$ cat src/hdl/bank1_sfr_pkg.sv
// Constants, register identities and carriers for the bank 1 register map
package bank1_sfr_pkg;
   // APB geometry and program counter widths
   localparam int ADDR_W = 12;
   localparam int DATA_W = 32;
   localparam int IDX_W = 9;
   localparam int IDX_LSB = 2;
   localparam int PC_W = 13;
   localparam int UPPER_W = 5;
   // Register indices; byte address is four times the index
   localparam logic [IDX_W-1:0] IDX_INDIRECT = 9'h080;
   localparam logic [IDX_W-1:0] IDX_OPTION = 9'h081;
   localparam logic [IDX_W-1:0] IDX_PC_LOW = 9'h082;
   localparam logic [IDX_W-1:0] IDX_STATUS = 9'h083;
   localparam logic [IDX_W-1:0] IDX_POINTER = 9'h084;
   localparam logic [IDX_W-1:0] IDX_DIR_A = 9'h085;
   localparam logic [IDX_W-1:0] IDX_DIR_B = 9'h086;
   localparam logic [IDX_W-1:0] IDX_PC_UPPER = 9'h08A;
   localparam logic [IDX_W-1:0] IDX_INTCTL = 9'h08B;
   localparam logic [IDX_W-1:0] IDX_IRQ_EN1 = 9'h08C;
   localparam logic [IDX_W-1:0] IDX_IRQ_EN2 = 9'h08D;
   localparam logic [IDX_W-1:0] IDX_POWER = 9'h08E;
   localparam logic [IDX_W-1:0] IDX_OSC_CTL = 9'h08F;
   localparam logic [IDX_W-1:0] IDX_OSC_TUNE = 9'h090;
   localparam logic [IDX_W-1:0] IDX_PERIOD = 9'h092;
   localparam logic [IDX_W-1:0] IDX_SSP_ADDR = 9'h093;
   localparam logic [IDX_W-1:0] IDX_SSP_STAT = 9'h094;
   localparam logic [IDX_W-1:0] IDX_ADC_LOW = 9'h09E;
   localparam logic [IDX_W-1:0] IDX_ADC_CFG = 9'h09F;
   localparam logic [1:0] BANK_ONE = 2'h1;
   // Implemented (readable) and writable bit masks
   localparam logic [7:0] MASK_ALL = 8'hFF;
   localparam logic [7:0] MASK_NONE = 8'h00;
   localparam logic [7:0] MASK_PC_UPPER = 8'h1F;
   localparam logic [7:0] MASK_STATUS_WR = 8'hE7;
   localparam logic [7:0] MASK_IRQ_EN1 = 8'h4F;
   localparam logic [7:0] MASK_IRQ_EN2 = 8'h10;
   localparam logic [7:0] MASK_POWER = 8'h03;
   localparam logic [7:0] MASK_OSC_RD = 8'h74;
   localparam logic [7:0] MASK_OSC_WR = 8'h70;
   localparam logic [7:0] MASK_OSC_TUNE = 8'h3F;
   localparam logic [7:0] MASK_SSP_WR = 8'hC0;
   localparam logic [7:0] MASK_ADC_CFG = 8'hCF;
   localparam logic [7:0] MASK_RESERVED = 8'h00;
   localparam logic [7:0] DIR_A_FIXED = 8'h20;
   localparam int OSC_STABLE_BIT = 2;
   localparam int TO_BIT = 4;
   localparam int PD_BIT = 3;
   localparam int BROWNOUT_BIT = 0;
   // Reset values
   localparam logic [7:0] RST_ZERO = 8'h00;
   localparam logic [7:0] RST_ONES = 8'hFF;
   localparam logic [7:0] RST_STATUS = 8'h18;

   typedef enum logic [0:0] {
      ST_IDLE = 1'b0,
      ST_ACCESS = 1'b1
   } apb_state_e;

   typedef struct packed {
      logic psel;
      logic penable;
      logic pwrite;
      logic [ADDR_W-1:0] paddr;
      logic [DATA_W-1:0] pwdata;
   } apb_req_s;

   typedef struct packed {
      logic pready;
      logic pslverr;
      logic [DATA_W-1:0] prdata;
   } apb_rsp_s;

   typedef struct packed {
      logic [7:0] option_control;
      logic [7:0] port_a_direction;
      logic [7:0] port_b_direction;
      logic [7:0] interrupt_control;
      logic [7:0] peripheral_irq_enable_1;
      logic [7:0] peripheral_irq_enable_2;
      logic [7:0] oscillator_control;
      logic [7:0] oscillator_tuning;
      logic [7:0] timer_period;
      logic [7:0] serial_slave_address;
      logic [7:0] serial_port_status;
      logic [7:0] converter_config_1;
   } cfg_s;
endpackage

$ cat src/hdl/bank1_special_register_map.sv
// Bank 1 special function registers behind an APB slave
`timescale 1ns/1ns
module bank1_special_register_map (
   // Clock and reset
   input wire logic clk,
   input wire logic rstn,
   // APB slave
   input wire bank1_sfr_pkg::apb_req_s apb_req,
   output bank1_sfr_pkg::apb_rsp_s apb_rsp,
   // Indirect data memory path
   input wire logic [7:0] ind_rdata,
   output logic [7:0] ind_addr,
   output logic ind_irp,
   output logic ind_we,
   output logic [7:0] ind_wdata,
   // Program counter
   input wire logic pc_load,
   input wire logic [7:0] pc_load_low,
   input wire logic pc_step,
   output logic [bank1_sfr_pkg::PC_W-1:0] pc_value,
   // Core and peripheral status
   input wire logic wdt_timeout,
   input wire logic sleep_entry,
   input wire logic bor_event,
   input wire logic osc_stable_pin,
   input wire logic [5:0] ssp_flags,
   input wire logic [7:0] adc_result_low,
   // Register contents to the core and peripherals
   output logic [7:0] core_status,
   output bank1_sfr_pkg::cfg_s cfg
);
   import bank1_sfr_pkg::*;

   typedef enum logic [4:0] {
      R_NONE = 5'h00,
      R_INDIRECT = 5'h01,
      R_OPTION = 5'h02,
      R_PC_LOW = 5'h03,
      R_STATUS = 5'h04,
      R_POINTER = 5'h05,
      R_DIR_A = 5'h06,
      R_DIR_B = 5'h07,
      R_PC_UPPER = 5'h08,
      R_INTCTL = 5'h09,
      R_IRQ_EN1 = 5'h0A,
      R_IRQ_EN2 = 5'h0B,
      R_POWER = 5'h0C,
      R_OSC_CTL = 5'h0D,
      R_OSC_TUNE = 5'h0E,
      R_PERIOD = 5'h0F,
      R_SSP_ADDR = 5'h10,
      R_SSP_STAT = 5'h11,
      R_ADC_LOW = 5'h12,
      R_ADC_CFG = 5'h13
   } reg_e;

   // Shared registers match on the in-bank offset only; tuning only in odd banks
   function automatic reg_e decode(input logic [ADDR_W-1:0] addr);
      logic [IDX_W-1:0] idx;
      logic [6:0] off;
      reg_e r;
      idx = addr[IDX_LSB +: IDX_W];
      off = idx[6:0];
      r = R_NONE;
      if (addr[1:0] == 2'h0 && addr[ADDR_W-1] == 1'b0) begin
         if (off == IDX_INDIRECT[6:0]) r = R_INDIRECT;
         else if (off == IDX_PC_LOW[6:0]) r = R_PC_LOW;
         else if (off == IDX_STATUS[6:0]) r = R_STATUS;
         else if (off == IDX_POINTER[6:0]) r = R_POINTER;
         else if (off == IDX_PC_UPPER[6:0]) r = R_PC_UPPER;
         else if (off == IDX_INTCTL[6:0]) r = R_INTCTL;
         else if (off == IDX_OSC_TUNE[6:0] && idx[7]) r = R_OSC_TUNE;
         else if (idx[8:7] == BANK_ONE) begin
            case (idx)
               IDX_OPTION: r = R_OPTION;
               IDX_DIR_A: r = R_DIR_A;
               IDX_DIR_B: r = R_DIR_B;
               IDX_IRQ_EN1: r = R_IRQ_EN1;
               IDX_IRQ_EN2: r = R_IRQ_EN2;
               IDX_POWER: r = R_POWER;
               IDX_OSC_CTL: r = R_OSC_CTL;
               IDX_PERIOD: r = R_PERIOD;
               IDX_SSP_ADDR: r = R_SSP_ADDR;
               IDX_SSP_STAT: r = R_SSP_STAT;
               IDX_ADC_LOW: r = R_ADC_LOW;
               IDX_ADC_CFG: r = R_ADC_CFG;
               default: r = R_NONE;
            endcase
         end
      end
      return r;
   endfunction

   // Merge writable bits only; everything else keeps its stored value
   function automatic logic [7:0] merge(input logic [7:0] old, input logic [7:0] wd,
                                        input logic [7:0] wmask);
      return (old & ~wmask) | (wd & wmask);
   endfunction

   apb_state_e state_q;
   apb_state_e state_d;
   logic [7:0] option_q, dir_a_q, dir_b_q, intctl_q, irq_en1_q, irq_en2_q;
   logic [7:0] osc_ctl_q, osc_tune_q, period_q, ssp_addr_q, ssp_stat_q, adc_cfg_q;
   logic [7:0] status_q, pointer_q, pc_upper_q, power_q;
   logic [PC_W-1:0] pc_q;
   logic osc_meta_q, osc_sync_q;
   logic ind_we_q;
   logic [7:0] ind_wdata_q;
   apb_rsp_s rsp_q;
   reg_e sel;
   logic wr_en;
   logic [7:0] wd;
   logic [7:0] rd;

   assign sel = decode(apb_req.paddr);
   assign wd = apb_req.pwdata[7:0];
   // Writes land at the completing access edge only
   assign wr_en = apb_req.psel & apb_req.penable & apb_req.pwrite & rsp_q.pready;

   // One wait-free access cycle after setup; pready comes from a flop
   always_comb begin
      state_d = ST_IDLE;
      case (state_q)
         ST_IDLE: if (apb_req.psel && !apb_req.penable) state_d = ST_ACCESS;
         ST_ACCESS: state_d = ST_IDLE;
         default: state_d = ST_IDLE;
      endcase
   end

   always_ff @(posedge clk or negedge rstn) begin
      if (!rstn) state_q <= ST_IDLE;
      else state_q <= state_d;
   end

   // Read mux; reserved positions would read stored data, unimplemented ones zero
   always_comb begin
      rd = RST_ZERO;
      case (sel)
         R_INDIRECT: rd = (pointer_q == RST_ZERO) ? RST_ZERO : ind_rdata;
         R_OPTION: rd = option_q;
         R_PC_LOW: rd = pc_q[7:0];
         R_STATUS: rd = status_q;
         R_POINTER: rd = pointer_q;
         R_DIR_A: rd = dir_a_q | DIR_A_FIXED;
         R_DIR_B: rd = dir_b_q;
         R_PC_UPPER: rd = pc_upper_q & MASK_PC_UPPER;
         R_INTCTL: rd = intctl_q;
         R_IRQ_EN1: rd = irq_en1_q & MASK_IRQ_EN1;
         R_IRQ_EN2: rd = irq_en2_q & MASK_IRQ_EN2;
         R_POWER: rd = power_q & MASK_POWER;
         R_OSC_CTL: rd = (osc_ctl_q & MASK_OSC_RD) | (osc_ctl_q & MASK_RESERVED);
         R_OSC_TUNE: rd = osc_tune_q & MASK_OSC_TUNE;
         R_PERIOD: rd = period_q;
         R_SSP_ADDR: rd = ssp_addr_q;
         R_SSP_STAT: rd = ssp_stat_q;
         R_ADC_LOW: rd = adc_result_low;
         R_ADC_CFG: rd = adc_cfg_q & MASK_ADC_CFG;
         default: rd = RST_ZERO;
      endcase
   end

   // Read data captured in setup, so it is valid with pready
   always_ff @(posedge clk or negedge rstn) begin
      if (!rstn) begin
         rsp_q <= '0;
      end else begin
         rsp_q.pready <= (state_d == ST_ACCESS);
         if (apb_req.psel && !apb_req.penable) begin
            rsp_q.prdata <= apb_req.pwrite ? '0 : {24'h000000, rd};
            rsp_q.pslverr <= apb_req.paddr[ADDR_W-1];
         end
      end
   end

   // Peripheral configuration registers
   always_ff @(posedge clk or negedge rstn) begin
      if (!rstn) begin
         option_q <= RST_ONES;
         dir_a_q <= RST_ONES;
         dir_b_q <= RST_ONES;
         intctl_q <= RST_ZERO;
         irq_en1_q <= RST_ZERO;
         irq_en2_q <= RST_ZERO;
         osc_tune_q <= RST_ZERO;
         period_q <= RST_ONES;
         ssp_addr_q <= RST_ZERO;
         adc_cfg_q <= RST_ZERO;
      end else if (wr_en) begin
         case (sel)
            R_OPTION: option_q <= wd;
            R_DIR_A: dir_a_q <= merge(dir_a_q, wd, ~DIR_A_FIXED);
            R_DIR_B: dir_b_q <= wd;
            R_INTCTL: intctl_q <= wd;
            R_IRQ_EN1: irq_en1_q <= merge(irq_en1_q, wd, MASK_IRQ_EN1);
            R_IRQ_EN2: irq_en2_q <= merge(irq_en2_q, wd, MASK_IRQ_EN2);
            R_OSC_TUNE: osc_tune_q <= merge(osc_tune_q, wd, MASK_OSC_TUNE);
            R_PERIOD: period_q <= wd;
            R_SSP_ADDR: ssp_addr_q <= wd;
            R_ADC_CFG: adc_cfg_q <= merge(adc_cfg_q, wd, MASK_ADC_CFG);
            default: ;
         endcase
      end
   end

   // Oscillator stable flag comes from another domain
   always_ff @(posedge clk or negedge rstn) begin
      if (!rstn) begin
         osc_meta_q <= 1'b0;
         osc_sync_q <= 1'b0;
      end else begin
         osc_meta_q <= osc_stable_pin;
         osc_sync_q <= osc_meta_q;
      end
   end

   always_ff @(posedge clk or negedge rstn) begin
      if (!rstn) begin
         osc_ctl_q <= RST_ZERO;
      end else begin
         if (wr_en && sel == R_OSC_CTL) osc_ctl_q <= merge(osc_ctl_q, wd, MASK_OSC_WR);
         osc_ctl_q[OSC_STABLE_BIT] <= osc_sync_q;
      end
   end

   // Serial status: two mode bits by software, the rest mirror the port
   always_ff @(posedge clk or negedge rstn) begin
      if (!rstn) begin
         ssp_stat_q <= RST_ZERO;
      end else begin
         if (wr_en && sel == R_SSP_STAT) ssp_stat_q[7:6] <= wd[7:6];
         ssp_stat_q[5:0] <= ssp_flags;
      end
   end

   // Status: timeout and power-down flags are hardware-owned
   always_ff @(posedge clk or negedge rstn) begin
      if (!rstn) begin
         status_q <= RST_STATUS;
      end else begin
         if (wr_en && sel == R_STATUS) status_q <= merge(status_q, wd, MASK_STATUS_WR);
         if (wdt_timeout) status_q[TO_BIT] <= 1'b0;
         if (sleep_entry) status_q[PD_BIT] <= 1'b0;
      end
   end

   // Brown-out flag cleared by hardware; hardware wins over a software set
   always_ff @(posedge clk or negedge rstn) begin
      if (!rstn) begin
         power_q <= RST_ZERO;
      end else begin
         if (wr_en && sel == R_POWER) power_q <= merge(power_q, wd, MASK_POWER);
         if (bor_event) power_q[BROWNOUT_BIT] <= 1'b0;
      end
   end

   // Pointer content is undefined after reset; zero is one legal choice
   always_ff @(posedge clk or negedge rstn) begin
      if (!rstn) pointer_q <= RST_ZERO;
      else if (wr_en && sel == R_POINTER) pointer_q <= wd;
   end

   always_ff @(posedge clk or negedge rstn) begin
      if (!rstn) pc_upper_q <= RST_ZERO;
      else if (wr_en && sel == R_PC_UPPER) pc_upper_q <= wd & MASK_PC_UPPER;
   end

   // Upper counter bits change only by a load through the holding register or a carry from a step
   always_ff @(posedge clk or negedge rstn) begin
      if (!rstn) begin
         pc_q <= '0;
      end else if (wr_en && sel == R_PC_LOW) begin
         pc_q <= {pc_upper_q[UPPER_W-1:0], wd};
      end else if (pc_load) begin
         pc_q <= {pc_upper_q[UPPER_W-1:0], pc_load_low};
      end else if (pc_step) begin
         pc_q <= pc_q + 13'h0001;
      end
   end

   // Indirect writes go to data memory, not to a register here
   always_ff @(posedge clk or negedge rstn) begin
      if (!rstn) begin
         ind_we_q <= 1'b0;
         ind_wdata_q <= RST_ZERO;
      end else begin
         ind_we_q <= wr_en && sel == R_INDIRECT && pointer_q != RST_ZERO;
         if (wr_en && sel == R_INDIRECT) ind_wdata_q <= wd;
      end
   end

   assign apb_rsp = rsp_q;
   assign ind_addr = pointer_q;
   assign ind_irp = status_q[7];
   assign ind_we = ind_we_q;
   assign ind_wdata = ind_wdata_q;
   assign pc_value = pc_q;
   assign core_status = status_q;
   assign cfg.option_control = option_q;
   assign cfg.port_a_direction = dir_a_q | DIR_A_FIXED;
   assign cfg.port_b_direction = dir_b_q;
   assign cfg.interrupt_control = intctl_q;
   assign cfg.peripheral_irq_enable_1 = irq_en1_q;
   assign cfg.peripheral_irq_enable_2 = irq_en2_q;
   assign cfg.oscillator_control = osc_ctl_q;
   assign cfg.oscillator_tuning = osc_tune_q;
   assign cfg.timer_period = period_q;
   assign cfg.serial_slave_address = ssp_addr_q;
   assign cfg.serial_port_status = ssp_stat_q;
   assign cfg.converter_config_1 = adc_cfg_q;
endmodule // bank1_special_register_map

$ cat config.mk
export PLATFORM = sky130hd
export DESIGN_NAME = bank1_special_register_map
export DESIGN_NICKNAME = d
export VERILOG_FILES = /design/src/hdl/bank1_sfr_pkg.sv /design/src/hdl/bank1_special_register_map.sv
export SDC_FILE = /design/constraint.sdc
export NUM_CORES = 1
export LEC_CHECK = 0
export ABC_AREA = 1
export BUFFER_PORTS_ARGS = -buffer_cell sky130_fd_sc_hd__clkbuf_2
export CAP_MARGIN = 20
export CORE_UTILIZATION = 45
export DETAILED_ROUTE_END_ITERATION = 16
export PLACE_DENSITY = 0.75
export SLEW_MARGIN = 15
export SYNTH_ARGS = -nofsm -noshare
export SYNTH_HDL_FRONTEND = slang
export SYNTH_SLANG_ARGS = --single-unit
$ cat constraint.sdc
create_clock -name clk -period 5.6 [get_ports clk]
set_input_delay 0.56 -clock clk [delete_from_list [all_inputs] [get_ports clk]]
set_output_delay 0.56 -clock clk [all_outputs]
set_load 0.1 [all_outputs]
==> results of run 1 <==
## stage by stage
| step | util | hold WS, ns | setup WS (ns) | power, mW |
|---|---|---|---|---|
| floorplan | - | 0.2644 | 2.895 | 1.359 |
| global placement | 0.5181 | 0.3327 | 1.908 | 1.425 |
| detailed placement | 0.5181 | 0.3372 | 1.895 | 1.429 |
| CTS | 0.5523 | 0.2333 | 2.334 | 2.468 |
| global route | 0.5525 | 0.2286 | 1.851 | 2.537 |
| finish | 0.5525 | 0.2356 | 2.278 | 2.466 |
## cells by family after synthesis
group / share of synthesized area
AO/OA/AOI/OAI: 0.09722
XOR/XNOR: 0.01186
adder cells (fa/ha/maj): 0.001693
buffers and inverters: 0.1086
flip-flops: 0.4595
other: 0.001017
AND/OR/NAND/NOR: 0.3201
## layout by cell type, fill, tap and decap left out, types with 7 or more instances in the layout
| cell | count |
|---|---|
| nand2_1 | 276 |
| clkbuf_2 | 185 |
| nor2_1 | 101 |
| dfrtp_1 | 101 |
| nand3_1 | 96 |
| o21ai_0 | 91 |
| inv_1 | 67 |
| conb_1 | 43 |
| dfstp_2 | 33 |
| o21ai_1 | 20 |
| nand4_1 | 17 |
| clkbuf_16 | 17 |
| nor3_1 | 11 |
| o211ai_1 | 11 |
| nor2_2 | 9 |
| inv_2 | 8 |
| xor2_1 | 7 |
| clkbuf_1 | 7 |
## worst max-delay path: cells and delay by family
family	cells	cell delay (ns)
compound gates	1	0.32
buf+inv	3	0.56
simple gates	7	2.21
## worst min-delay path by stage
stage	startpoint	end	slack [ns]
2_1_floorplan	rstn	adc_cfg_q[0]$_DFFE_PN0P_	0.26
3_3_place_gp	osc_meta_q$_DFF_PN0_	osc_sync_q$_DFF_PN0_	0.33
3_5_place_dp	osc_meta_q$_DFF_PN0_	osc_sync_q$_DFF_PN0_	0.34
4_1_cts	osc_stable_pin	osc_meta_q$_DFF_PN0_	0.23
5_1_grt	ssp_flags[4]	ssp_stat_q[4]$_DFF_PN0_	0.23
6_report	ssp_flags[4]	ssp_stat_q[4]$_DFF_PN0_	0.24
## power by group through the flow
stage	clock [mW]	sequential, mW	combinational (mW)
2_1_floorplan	0	1.14	0.223
3_3_place_gp	0	1.02	0.402
3_5_place_dp	0	1.02	0.404
4_1_cts	1.05	1.01	0.405
5_1_grt	1.10	1.01	0.428
6_report	1.05	1.01	0.407
## flip-flops by register name, summed over array words and instances, names as in the netlist
signal and count:
pc_value 13, apb_rsp 10, core_status 8, dir_b_q 8, ind_addr 8, ind_wdata 8
intctl_q 8, option_q 8, period_q 8, ssp_addr_q 8, ssp_stat_q 8, dir_a_q 7
adc_cfg_q 6, osc_tune_q 6, irq_en1_q 5, pc_upper_q 5, osc_ctl_q 4, power_q 2
ind_we 1, irq_en2_q 1, osc_meta_q 1, osc_sync_q 1
## layout make-up
| cell class | instances | area share |
|---|---|---|
| Sequential cell | 134 | 0.3854 |
| Multi-Input combinational cell | 722 | 0.3797 |
| Timing Repair Buffer | 189 | 0.1085 |
| Clock buffer | 27 | 0.05597 |
| Inverter | 78 | 0.03352 |
| Tap cell | 216 | 0.03068 |
| Clock inverter | 5 | 0.005966 |
| Antenna cell | 1 | 0.0002841 |
## per-layer routing
layer,part of all wire,vias to the layer above
li1,-,3410
met1,0.41,3337
met3,0.094,68
met2,0.45,404
met5,0,-
met4,0.044,0
==> results.sh, run 1 <==
export IMPL_run_status="finished clean"
export IMPL_synth_edff_count=0
export IMPL_syn_cell_area_um2=7387
export IMPL_die_area_um2=16930
export IMPL_synth_yosys_seq_area_share=0.4595
export IMPL_multi_input_comb_area_um2=3344
export IMPL_grt_first_pass_wirelength_mm=36.25
export IMPL_fin_tns_setup_ns=0
export IMPL_crit_path_top_delay_cell="nor2_2"
export IMPL_timing_critical_path_arrival_ns=3.66
export IMPL_grt_busiest_layer="met2"
export IMPL_grt_use_met1=0.3864
export IMPL_synth_top_cells_by_area="dfrtp_1, nand2_1, dfstp_2"
export IMPL_detailroute_via_count=7219
export IMPL_highest_cell_delay_on_the_worst_timing_path_ns=0.62
export IMPL_cts_resized=0
export IMPL_max_capacitance_violation_count=0
export IMPL_post_route_cells_drive_above_1_share=0.2511
export IMPL_hold_viol=0
export IMPL_yosys_most_used_dff="dfrtp_1"
export IMPL_power_leakage_nw=4.560
export IMPL_coreArea_um2=15940
export IMPL_synth_cells=972
export IMPL_gp_routability_congestion=0.9328
export IMPL_whs_path_depth=1
export IMPL_cts_hold_buffers=0
export IMPL_critPathLaunch="apb_req[36]"
export IMPL_worstHoldPathType="in2reg"
export IMPL_netlist_top_cell_by_area="dfrtp_1"
export IMPL_cts_buffers=17
export IMPL_die_h_um=130.1
export IMPL_global_route_usage_total=0.2911
export IMPL_tightestPinTransition_ns=0.9464
export IMPL_ant_nets=0
export IMPL_synth_top_area_share=0.3421
export IMPL_r2r_start="ind_addr[6]$_DFFE_PN0P_"
export IMPL_final_nets=1228
export IMPL_power_internal_mw=1.685
export IMPL_viasPerCell=5.262
export IMPL_psw_uw=780.5
export IMPL_drt_total_wl_mm=23.63
export IMPL_yosys_cell_types_count=39
export IMPL_buffer_ports_inserted=186
export IMPL_cts_repair_timing_setup_buffer_count=0
export IMPL_numPlacedInstances=1339
export IMPL_fin_crit_ns=3.322
export IMPL_hpwl_mm=17.34
export IMPL_swShare=0.3165
export IMPL_final_design_area_no_fill_um2=8808
export IMPL_grt_pass1_vias=6678
export IMPL_worst_skew_pair_late_latency_ns=0.43
export IMPL_critical_path_startpoint_type="primary input"
export IMPL_share_seq_of_total_power=0.409
export IMPL_rows=46
export IMPL_num_io_pins=254
export IMPL_drt_iter0_drc=592
export IMPL_cp_max_fo=20
export IMPL_slew_limit_headroom=0.3691
export IMPL_drc=0
export IMPL_synth_top_cells_by_count="nand2_1, dfrtp_1, nor2_1, nand3_1, o21ai_0"
export IMPL_synth_seq_cells=134
export IMPL_die_width_um=130.1
export IMPL_r2r_setup_slack_ns=3.13
export IMPL_start_util=0.4633
export IMPL_grt_overflow=0
export IMPL_endpoint_kind="register"
export IMPL_p_per_area_nw_per_um2=279.9
export IMPL_htreeDepth=4
export IMPL_synth_async_reset_ratio=1.000
export IMPL_rsz0062_at_grt="false"
export IMPL_critical_path_cell_chain="clkbuf_2, nor2_2, nand2_1, nor3_1, inv_1, nand3_1, nand2_1, nor2_2, buf_4, nand3_1, o21ai_0"
export IMPL_instances_no_fill=1372
export IMPL_clkTransAtPathRegs_ns=0.06
export IMPL_finalClockSkew_ns=0.009093
export IMPL_ff2ff_path_depth=11
export IMPL_fraction_of_power_consumed_by_the_clock_network=0.426
export IMPL_postPlaceCellArea_um2=8260
export IMPL_timing_worst_setup_path_type="in2reg"
export IMPL_timing_fmax_ghz=0.3010
export IMPL_r2r_end="apb_rsp[0]$_DFFE_PN0P_"
export IMPL_postSynthAreaPerCell_um2=7.600
export IMPL_cts_root_buf="clkbuf_16"
export IMPL_layout_filler_cell_count=1526
export IMPL_cts_path_max_buffers=2
export IMPL_pin_count_of_the_biggest_net_entering_global_routing=73
export IMPL_setup_violations_final=0
export IMPL_tritoncts="done"
export IMPL_cts_sink_count=134
export IMPL_maxSlewViolCount=0
export IMPL_gr_usage_met3=0.06355
export IMPL_power_share_combinational=0.165
export IMPL_crit_end="option_q[4]$_DFFE_PN1P_"
export IMPL_number_of_iterations_in_the_first_detailed_routing_pass=5
export IMPL_power_ir_vdd_worst_uv=215.8
export IMPL_finalCritPeriodShare=0.5932
export IMPL_area_growth_pct=19.24
export IMPL_regArea_um2=3395
export IMPL_number_of_antenna_violations_at_the_first_check_in_global_routing=1
export IMPL_synth_most_common_cell="nand2_1"
export IMPL_synthesis_yosys_warnings=0
export IMPL_met2_usage_grt=0.4343
export IMPL_required_ns=5.93
export IMPL_detail_route_wl_per_cell_um=17.22
Power figures use the tool's default switching activity.
==> inputs of run 2 (changes only) <==
==> constraint.sdc (replaced) <==
create_clock -name clk -period 3.3 [get_ports clk]
set_input_delay 0.33 -clock clk [delete_from_list [all_inputs] [get_ports clk]]
set_output_delay 0.33 -clock clk [all_outputs]
set_load 0.1 [all_outputs]
==> run 2 against run 1 <==
Net effect:
- hold slack got worse by 0.22 ns
- final cell count grew 0.87%
- combinational power up 71%
- largest power group unchanged
- highest routed layer unchanged
==> results.sh, run 2 (synthesized netlist as in run 1, its figures left out) <==
export IMPL_power_share_combinational=0.158
export IMPL_share_seq_of_total_power=0.388
export IMPL_die_h_um=130.1
export IMPL_coreArea_um2=15940
export IMPL_max_capacitance_violation_count=0
export IMPL_p_per_area_nw_per_um2=489.1
export IMPL_viasPerCell=5.246
export IMPL_worstHoldPathType="in2reg"
export IMPL_timing_critical_path_arrival_ns=2.93
export IMPL_grt_first_pass_wirelength_mm=35.83
export IMPL_ant_nets=0
export IMPL_cts_sink_count=134
export IMPL_run_status="finished clean"
export IMPL_die_area_um2=16930
export IMPL_ff2ff_path_depth=11
export IMPL_fin_crit_ns=2.601
export IMPL_grt_pass1_vias=6649
export IMPL_worstHoldEndpoint="ssp_stat_q[0]$_DFF_PN0_"
export IMPL_rows=46
export IMPL_timing_fmax_ghz=0.3845
export IMPL_power_ir_vdd_worst_uv=341.6
export IMPL_slew_limit_headroom=0.4610
export IMPL_largest_register_ff_count=13
export IMPL_power_leakage_nw=4.666
export IMPL_cts_path_max_buffers=2
export IMPL_layout_filler_cell_count=1512
export IMPL_grt_overflow=0
export IMPL_pin_count_of_the_biggest_net_entering_global_routing=60
export IMPL_finalClockSkew_ns=0.007267
export IMPL_number_of_antenna_violations_at_the_first_check_in_global_routing=0
export IMPL_cp_max_fo=34
export IMPL_number_of_iterations_in_the_first_detailed_routing_pass=5
export IMPL_swShare=0.3097
export IMPL_r2r_start="ind_addr[6]$_DFFE_PN0P_"
export IMPL_cts_root_buf="clkbuf_16"
export IMPL_endpoint_kind="register"
export IMPL_gp_routability_congestion=0.9216
export IMPL_global_route_usage_total=0.2878
export IMPL_insertedDiodeCount=0
export IMPL_clkTransAtPathRegs_ns=0.06
export IMPL_maxSlewViolCount=0
export IMPL_die_width_um=130.1
export IMPL_tightestPinTransition_ns=0.8055
export IMPL_hpwl_mm=17.57
export IMPL_finalCritPeriodShare=0.7882
export IMPL_cts_resized=0
export IMPL_whs_path_depth=1
export IMPL_drt_iter0_drc=716
export IMPL_post_route_cells_drive_above_1_share=0.2594
export IMPL_p_total_mw=4.410
export IMPL_psw_mw=1.366
export IMPL_drt_total_wl_mm=23.45
export IMPL_required_ns=3.63
export IMPL_tritoncts="done"
export IMPL_worst_skew_pair_late_latency_ns=0.43
export IMPL_fin_tns_setup_ns=0
export IMPL_timing_hold_ws_ns=0.01561
export IMPL_htreeDepth=4
export IMPL_postPlaceCellArea_um2=8318
export IMPL_cts_buffers=17
export IMPL_hold_viol=0
export IMPL_multi_input_comb_area_um2=3344
export IMPL_layout_cells_most_common_list="nand2_1, clkbuf_2, nor2_1, dfrtp_1, nand3_1"
export IMPL_mostFrequentLayoutCell="nand2_1"
export IMPL_start_util=0.4633
export IMPL_regArea_um2=3395
export IMPL_drc=0
export IMPL_holdCritStartpoint="ssp_flags[0]"
export IMPL_rsz0062_at_grt="false"
export IMPL_num_io_pins=254
export IMPL_r2r_setup_slack_ns=0.87
export IMPL_r2r_end="apb_rsp[0]$_DFFE_PN0P_"
export IMPL_detailroute_via_count=7260
export IMPL_power_internal_mw=3.044
export IMPL_instances_no_fill=1384
export IMPL_final_nets=1241
export IMPL_final_design_area_no_fill_um2=9016
export IMPL_critical_path_startpoint_type="primary input"
export IMPL_setup_violations_final=0
export IMPL_detail_route_wl_per_cell_um=16.94
export IMPL_numPlacedInstances=1345
export IMPL_area_growth_pct=22.05
export IMPL_timing_worst_setup_path_type="in2reg"
export IMPL_fraction_of_power_consumed_by_the_clock_network=0.454
export IMPL_buffer_ports_inserted=186
## run 2: stage by stage
stage / setup slack [ns] / util
3_5_place_dp: 0.3319 / 0.5217
5_1_grt: 0.4196 / 0.5655
6_report: 0.6989 / 0.5655
2_1_floorplan: 0.5953 / -
4_1_cts: 0.7708 / 0.5655
3_3_place_gp: 0.3760 / 0.5217
## run 2: critical path, cell delays in order
cell and delay, ns:
clkbuf_2 0.13, nor2_2 0.23, inv_1 0.06, nor2_1 0.14, nand3_1 0.15, nand3_1 0.10, nor2_1 0.07, nand3_1 0.11
nand2_1 0.28, nor2_2 0.16, buf_4 0.34, nand3_1 0.48, o21ai_0 0.34
## run 2: what timing repair did
item	CTS	global route
hold buffers	7	0
endpoints found under the setup margin	0	0
hold endpoints to repair	42	0
buffers inserted	0	0
## run 2: routing by layer
| layer | wire, um | vias up | global-route usage |
|---|---|---|---|
| met5 | 0 | - | 0 |
| met4 | 951 | 0 | 0.1423 |
| met3 | 2162 | 58 | 0.06519 |
| li1 | - | 3438 | - |
| met1 | 9708 | 3368 | 0.3804 |
| met2 | 10630 | 396 | 0.4449 |
## run 2: how the worst max path moves through the flow
stage                                     to  slack (ns)                     from
finish               option_q[5]$_DFFE_PN1P_        0.70              apb_req[36]
detailed placement   option_q[5]$_DFFE_PN1P_        0.33              apb_req[36]
global placement     option_q[2]$_DFFE_PN1P_        0.38              apb_req[36]
CTS                  option_q[5]$_DFFE_PN1P_        0.77              apb_req[36]
global route         option_q[1]$_DFFE_PN1P_        0.42              apb_req[40]
floorplan           pc_value[12]$_DFFE_PN0P_        0.60  pc_value[0]$_DFFE_PN0P_
## run 2: cell type report
class / count / share of cell area
flip-flops and latches: 134 / 0.3765
clock inverters: 11 / 0.01638
well taps: 216 / 0.02997
multi-input cells: 722 / 0.3709
repair buffers: 202 / 0.1202
clock buffers: 21 / 0.05329
inverters: 78 / 0.03275
## run 2: power groups by stage
stage                     registers [mW]  logic, mW  clock network (mW)
after global placement              1.74      0.685                   0
after CTS                           1.71      0.697                2.02
after global routing                1.71      0.735                2.09
final                               1.71      0.697                2.00
after detailed placement            1.74      0.688                   0
after floorplan                     1.93      0.379                   0
==> inputs of run 3 (changes only) <==
--- a/config.mk
+++ b/config.mk
@@ -10,7 +10,7 @@
 export CAP_MARGIN = 20
 export CORE_UTILIZATION = 45
 export DETAILED_ROUTE_END_ITERATION = 16
-export PLACE_DENSITY = 0.75
+export PLACE_DENSITY = 0.78
 export SLEW_MARGIN = 15
 export SYNTH_ARGS = -nofsm -noshare
 export SYNTH_HDL_FRONTEND = slang
==> constraint.sdc (replaced) <==
create_clock -name clk -period 2.37 [get_ports clk]
set_input_delay 0.237 -clock clk [delete_from_list [all_inputs] [get_ports clk]]
set_output_delay 0.237 -clock clk [all_outputs]
set_load 0.1 [all_outputs]
==> run 3 against run 2 <==
Net effect:
- critical path depth stayed put
- sequential share of layout area down 1.9 points
- total power rose by 34%
- critical path type is now reg2reg
- largest power group unchanged
- global-route usage grew 1.1 points
- combinational power grew 43%
==> results.sh, run 3 (synthesized netlist as in run 1, its figures left out) <==
export IMPL_global_route_usage_total=0.2993
export IMPL_die_h_um=130.1
export IMPL_detail_route_wl_per_cell_um=16.73
export IMPL_layout_cells_most_common_list="nand2_1, clkbuf_2, nor2_1"
export IMPL_rows=46
export IMPL_cp_top_family="simple AND/OR/NAND/NOR gates"
export IMPL_swShare=0.3129
export IMPL_ant_nets=0
export IMPL_run_status="finished clean"
export IMPL_tritoncts="done"
export IMPL_p_per_area_nw_per_um2=619.9
export IMPL_worst_path_buf_inv=3
export IMPL_mostFrequentLayoutCell="nand2_1"
export IMPL_final_design_area_no_fill_um2=9504
export IMPL_fraction_of_power_consumed_by_the_clock_network=0.424
export IMPL_fin_crit_ns=2.085
export IMPL_timing_hold_ws_ns=0.08975
export IMPL_slew_limit_headroom=0.4878
export IMPL_drc=0
export IMPL_cts_sink_count=134
export IMPL_grt_pass1_vias=7063
export IMPL_grt_first_pass_wirelength_mm=37.18
export IMPL_power_share_combinational=0.170
export IMPL_endpoint_kind="register"
export IMPL_hpwl_mm=18.08
export IMPL_critical_path_cell_chain="nor4_1, inv_1, nor2_1, buf_4, inv_1, nand2_1, nor3_1, nor2_1, nand2_1, nor2_1, nand2_1, nand2_1, nand2_1"
export IMPL_detailroute_via_count=7499
export IMPL_max_capacitance_violation_count=0
export IMPL_number_of_antenna_violations_at_the_first_check_in_global_routing=0
export IMPL_hold_viol=0
export IMPL_share_seq_of_total_power=0.406
export IMPL_fin_tns_setup_ns=0
export IMPL_setup_violations_final=0
export IMPL_largest_register_ff_count=13
export IMPL_drt_iter0_drc=623
export IMPL_final_nets=1304
export IMPL_timing_worst_setup_path_type="reg2reg"
export IMPL_die_width_um=130.1
export IMPL_viasPerCell=5.182
export IMPL_drt_total_wl_mm=24.21
export IMPL_critical_path_top_cell_by_count="nand2_1"
export IMPL_start_util=0.4633
export IMPL_power_internal_mw=4.048
export IMPL_timing_critical_path_arrival_ns=2.41
export IMPL_postPlaceCellArea_um2=8831
export IMPL_clkTransAtPathRegs_ns=0.06
export IMPL_tightestPinTransition_ns=0.7675
export IMPL_cts_buffers=17
export IMPL_area_growth_pct=28.66
export IMPL_required_ns=2.69
export IMPL_cts_root_buf="clkbuf_16"
export IMPL_power_leakage_nw=4.942
export IMPL_critical_path_startpoint_type="register"
export IMPL_psw_mw=1.844
export IMPL_pin_count_of_the_biggest_net_entering_global_routing=53
export IMPL_insertedDiodeCount=0
export IMPL_finalCritPeriodShare=0.8799
export IMPL_die_area_um2=16930
export IMPL_grt_overflow=0
export IMPL_post_route_cells_drive_above_1_share=0.2949
export IMPL_rsz0062_at_grt="false"
export IMPL_worst_skew_pair_late_latency_ns=0.43
export IMPL_htreeDepth=4
export IMPL_highest_cell_delay_on_the_worst_timing_path_ns=0.47
export IMPL_finalClockSkew_ns=0.01151
export IMPL_final_core_utilization=0.5961
export IMPL_worstHoldPathType="in2reg"
export IMPL_buffer_ports_inserted=186
export IMPL_power_ir_vdd_worst_uv=513.1
export IMPL_maxSlewViolCount=0
export IMPL_timing_fmax_ghz=0.4795
export IMPL_number_of_iterations_in_the_first_detailed_routing_pass=5
export IMPL_num_io_pins=254
export IMPL_coreArea_um2=15940
export IMPL_crit_path_top_delay_cell="nor4_1"
export IMPL_cp_max_fo=8
export IMPL_cts_path_max_buffers=2
export IMPL_gp_routability_congestion=0.9435
## run 3: changes by cell type in the layout (fill, tap and decap cells not counted), moves of 2 or more
| cell | change |
|---|---|
| clkinv_4 | -4 |
| dfrtp_1 | -6 |
| buf_12 | +5 |
| bufinv_16 | -2 |
| buf_4 | +54 |
| dfrtp_2 | +6 |
| dlygate4sd3_1 | +4 |
| clkbuf_1 | +7 |
## run 3: metal layers
metal,wire length (um),GRT usage,vias to the layer above
met5,0,0,-
met4,1011,0.1560,0
met3,2244,0.07667,65
met2,11040,0.4734,385
met1,9911,0.3777,3490
li1,-,-,3559
## run 3: worst register-to-register path: stages (launching register included)
cell,delay (ns)
dfrtp_1,0.41
nor4_1,0.47
inv_1,0.09
nor2_1,0.11
buf_4,0.20
inv_1,0.07
nand2_1,0.06
nor3_1,0.05
nor2_1,0.10
nand2_1,0.06
nor2_1,0.16
nand2_1,0.09
nand2_1,0.06
nand2_1,0.05
## run 3: through the flow
step	power, mW	setup slack, ns	cells
2_1_floorplan	3.215	0.004840	1013
3_5_place_dp	3.409	-0.08579	1404
4_1_cts	5.895	0.1952	1447
3_3_place_gp	3.400	-0.1061	1404
5_1_grt	6.076	0.01532	1447
6_report	5.892	0.2845	1447
## run 3: area by class of cell
type / count / area [um2]
Clock inverter: 4 / 45.04
Fill cell: 1450 / 6439
Tap cell: 216 / 270.3
Clock buffer: 28 / 506.7
Sequential cell: 134 / 3402
Inverter: 78 / 295.3
Multi-Input combinational cell: 722 / 3356
Timing Repair Buffer: 265 / 1629
## run 3: worst paths after layout
| check | startpoint | endpoint | slack, ns | cells after the start |
|---|---|---|---|---|
| min in group asynchronous | rstn | irq_en1_q[2]$_DFFE_PN0P_ | 0.34 | 2 |
| max | ind_addr[2]$_DFFE_PN0P_ | apb_rsp[1]$_DFFE_PN0P_ | 0.28 | 13 |
| max reg2reg | ind_addr[2]$_DFFE_PN0P_ | apb_rsp[1]$_DFFE_PN0P_ | 0.28 | 13 |
| max in group asynchronous | rstn | period_q[3]$_DFFE_PN1P_ | 1.31 | 3 |
| min | apb_req[7] | pc_value[7]$_DFFE_PN0P_ | 0.09 | 3 |
| min reg2reg | osc_meta_q$_DFF_PN0_ | osc_sync_q$_DFF_PN0_ | 0.34 | 0 |
## run 3: timing repair
action,CTS,global route
endpoints found under the hold margin,37,0
hold buffers,11,0
setup buffers,0,0
endpoints found under the setup margin,0,1
gates resized for setup,0,2
## run 3: power by group through the flow
stage	Sequential, mW	Combinational [mW]	Clock (mW)
floorplan	2.69	0.527	0
global placement	2.42	0.976	0
detailed placement	2.43	0.982	0
CTS	2.39	0.999	2.51
global route	2.39	1.06	2.62
finish	2.39	1.00	2.50
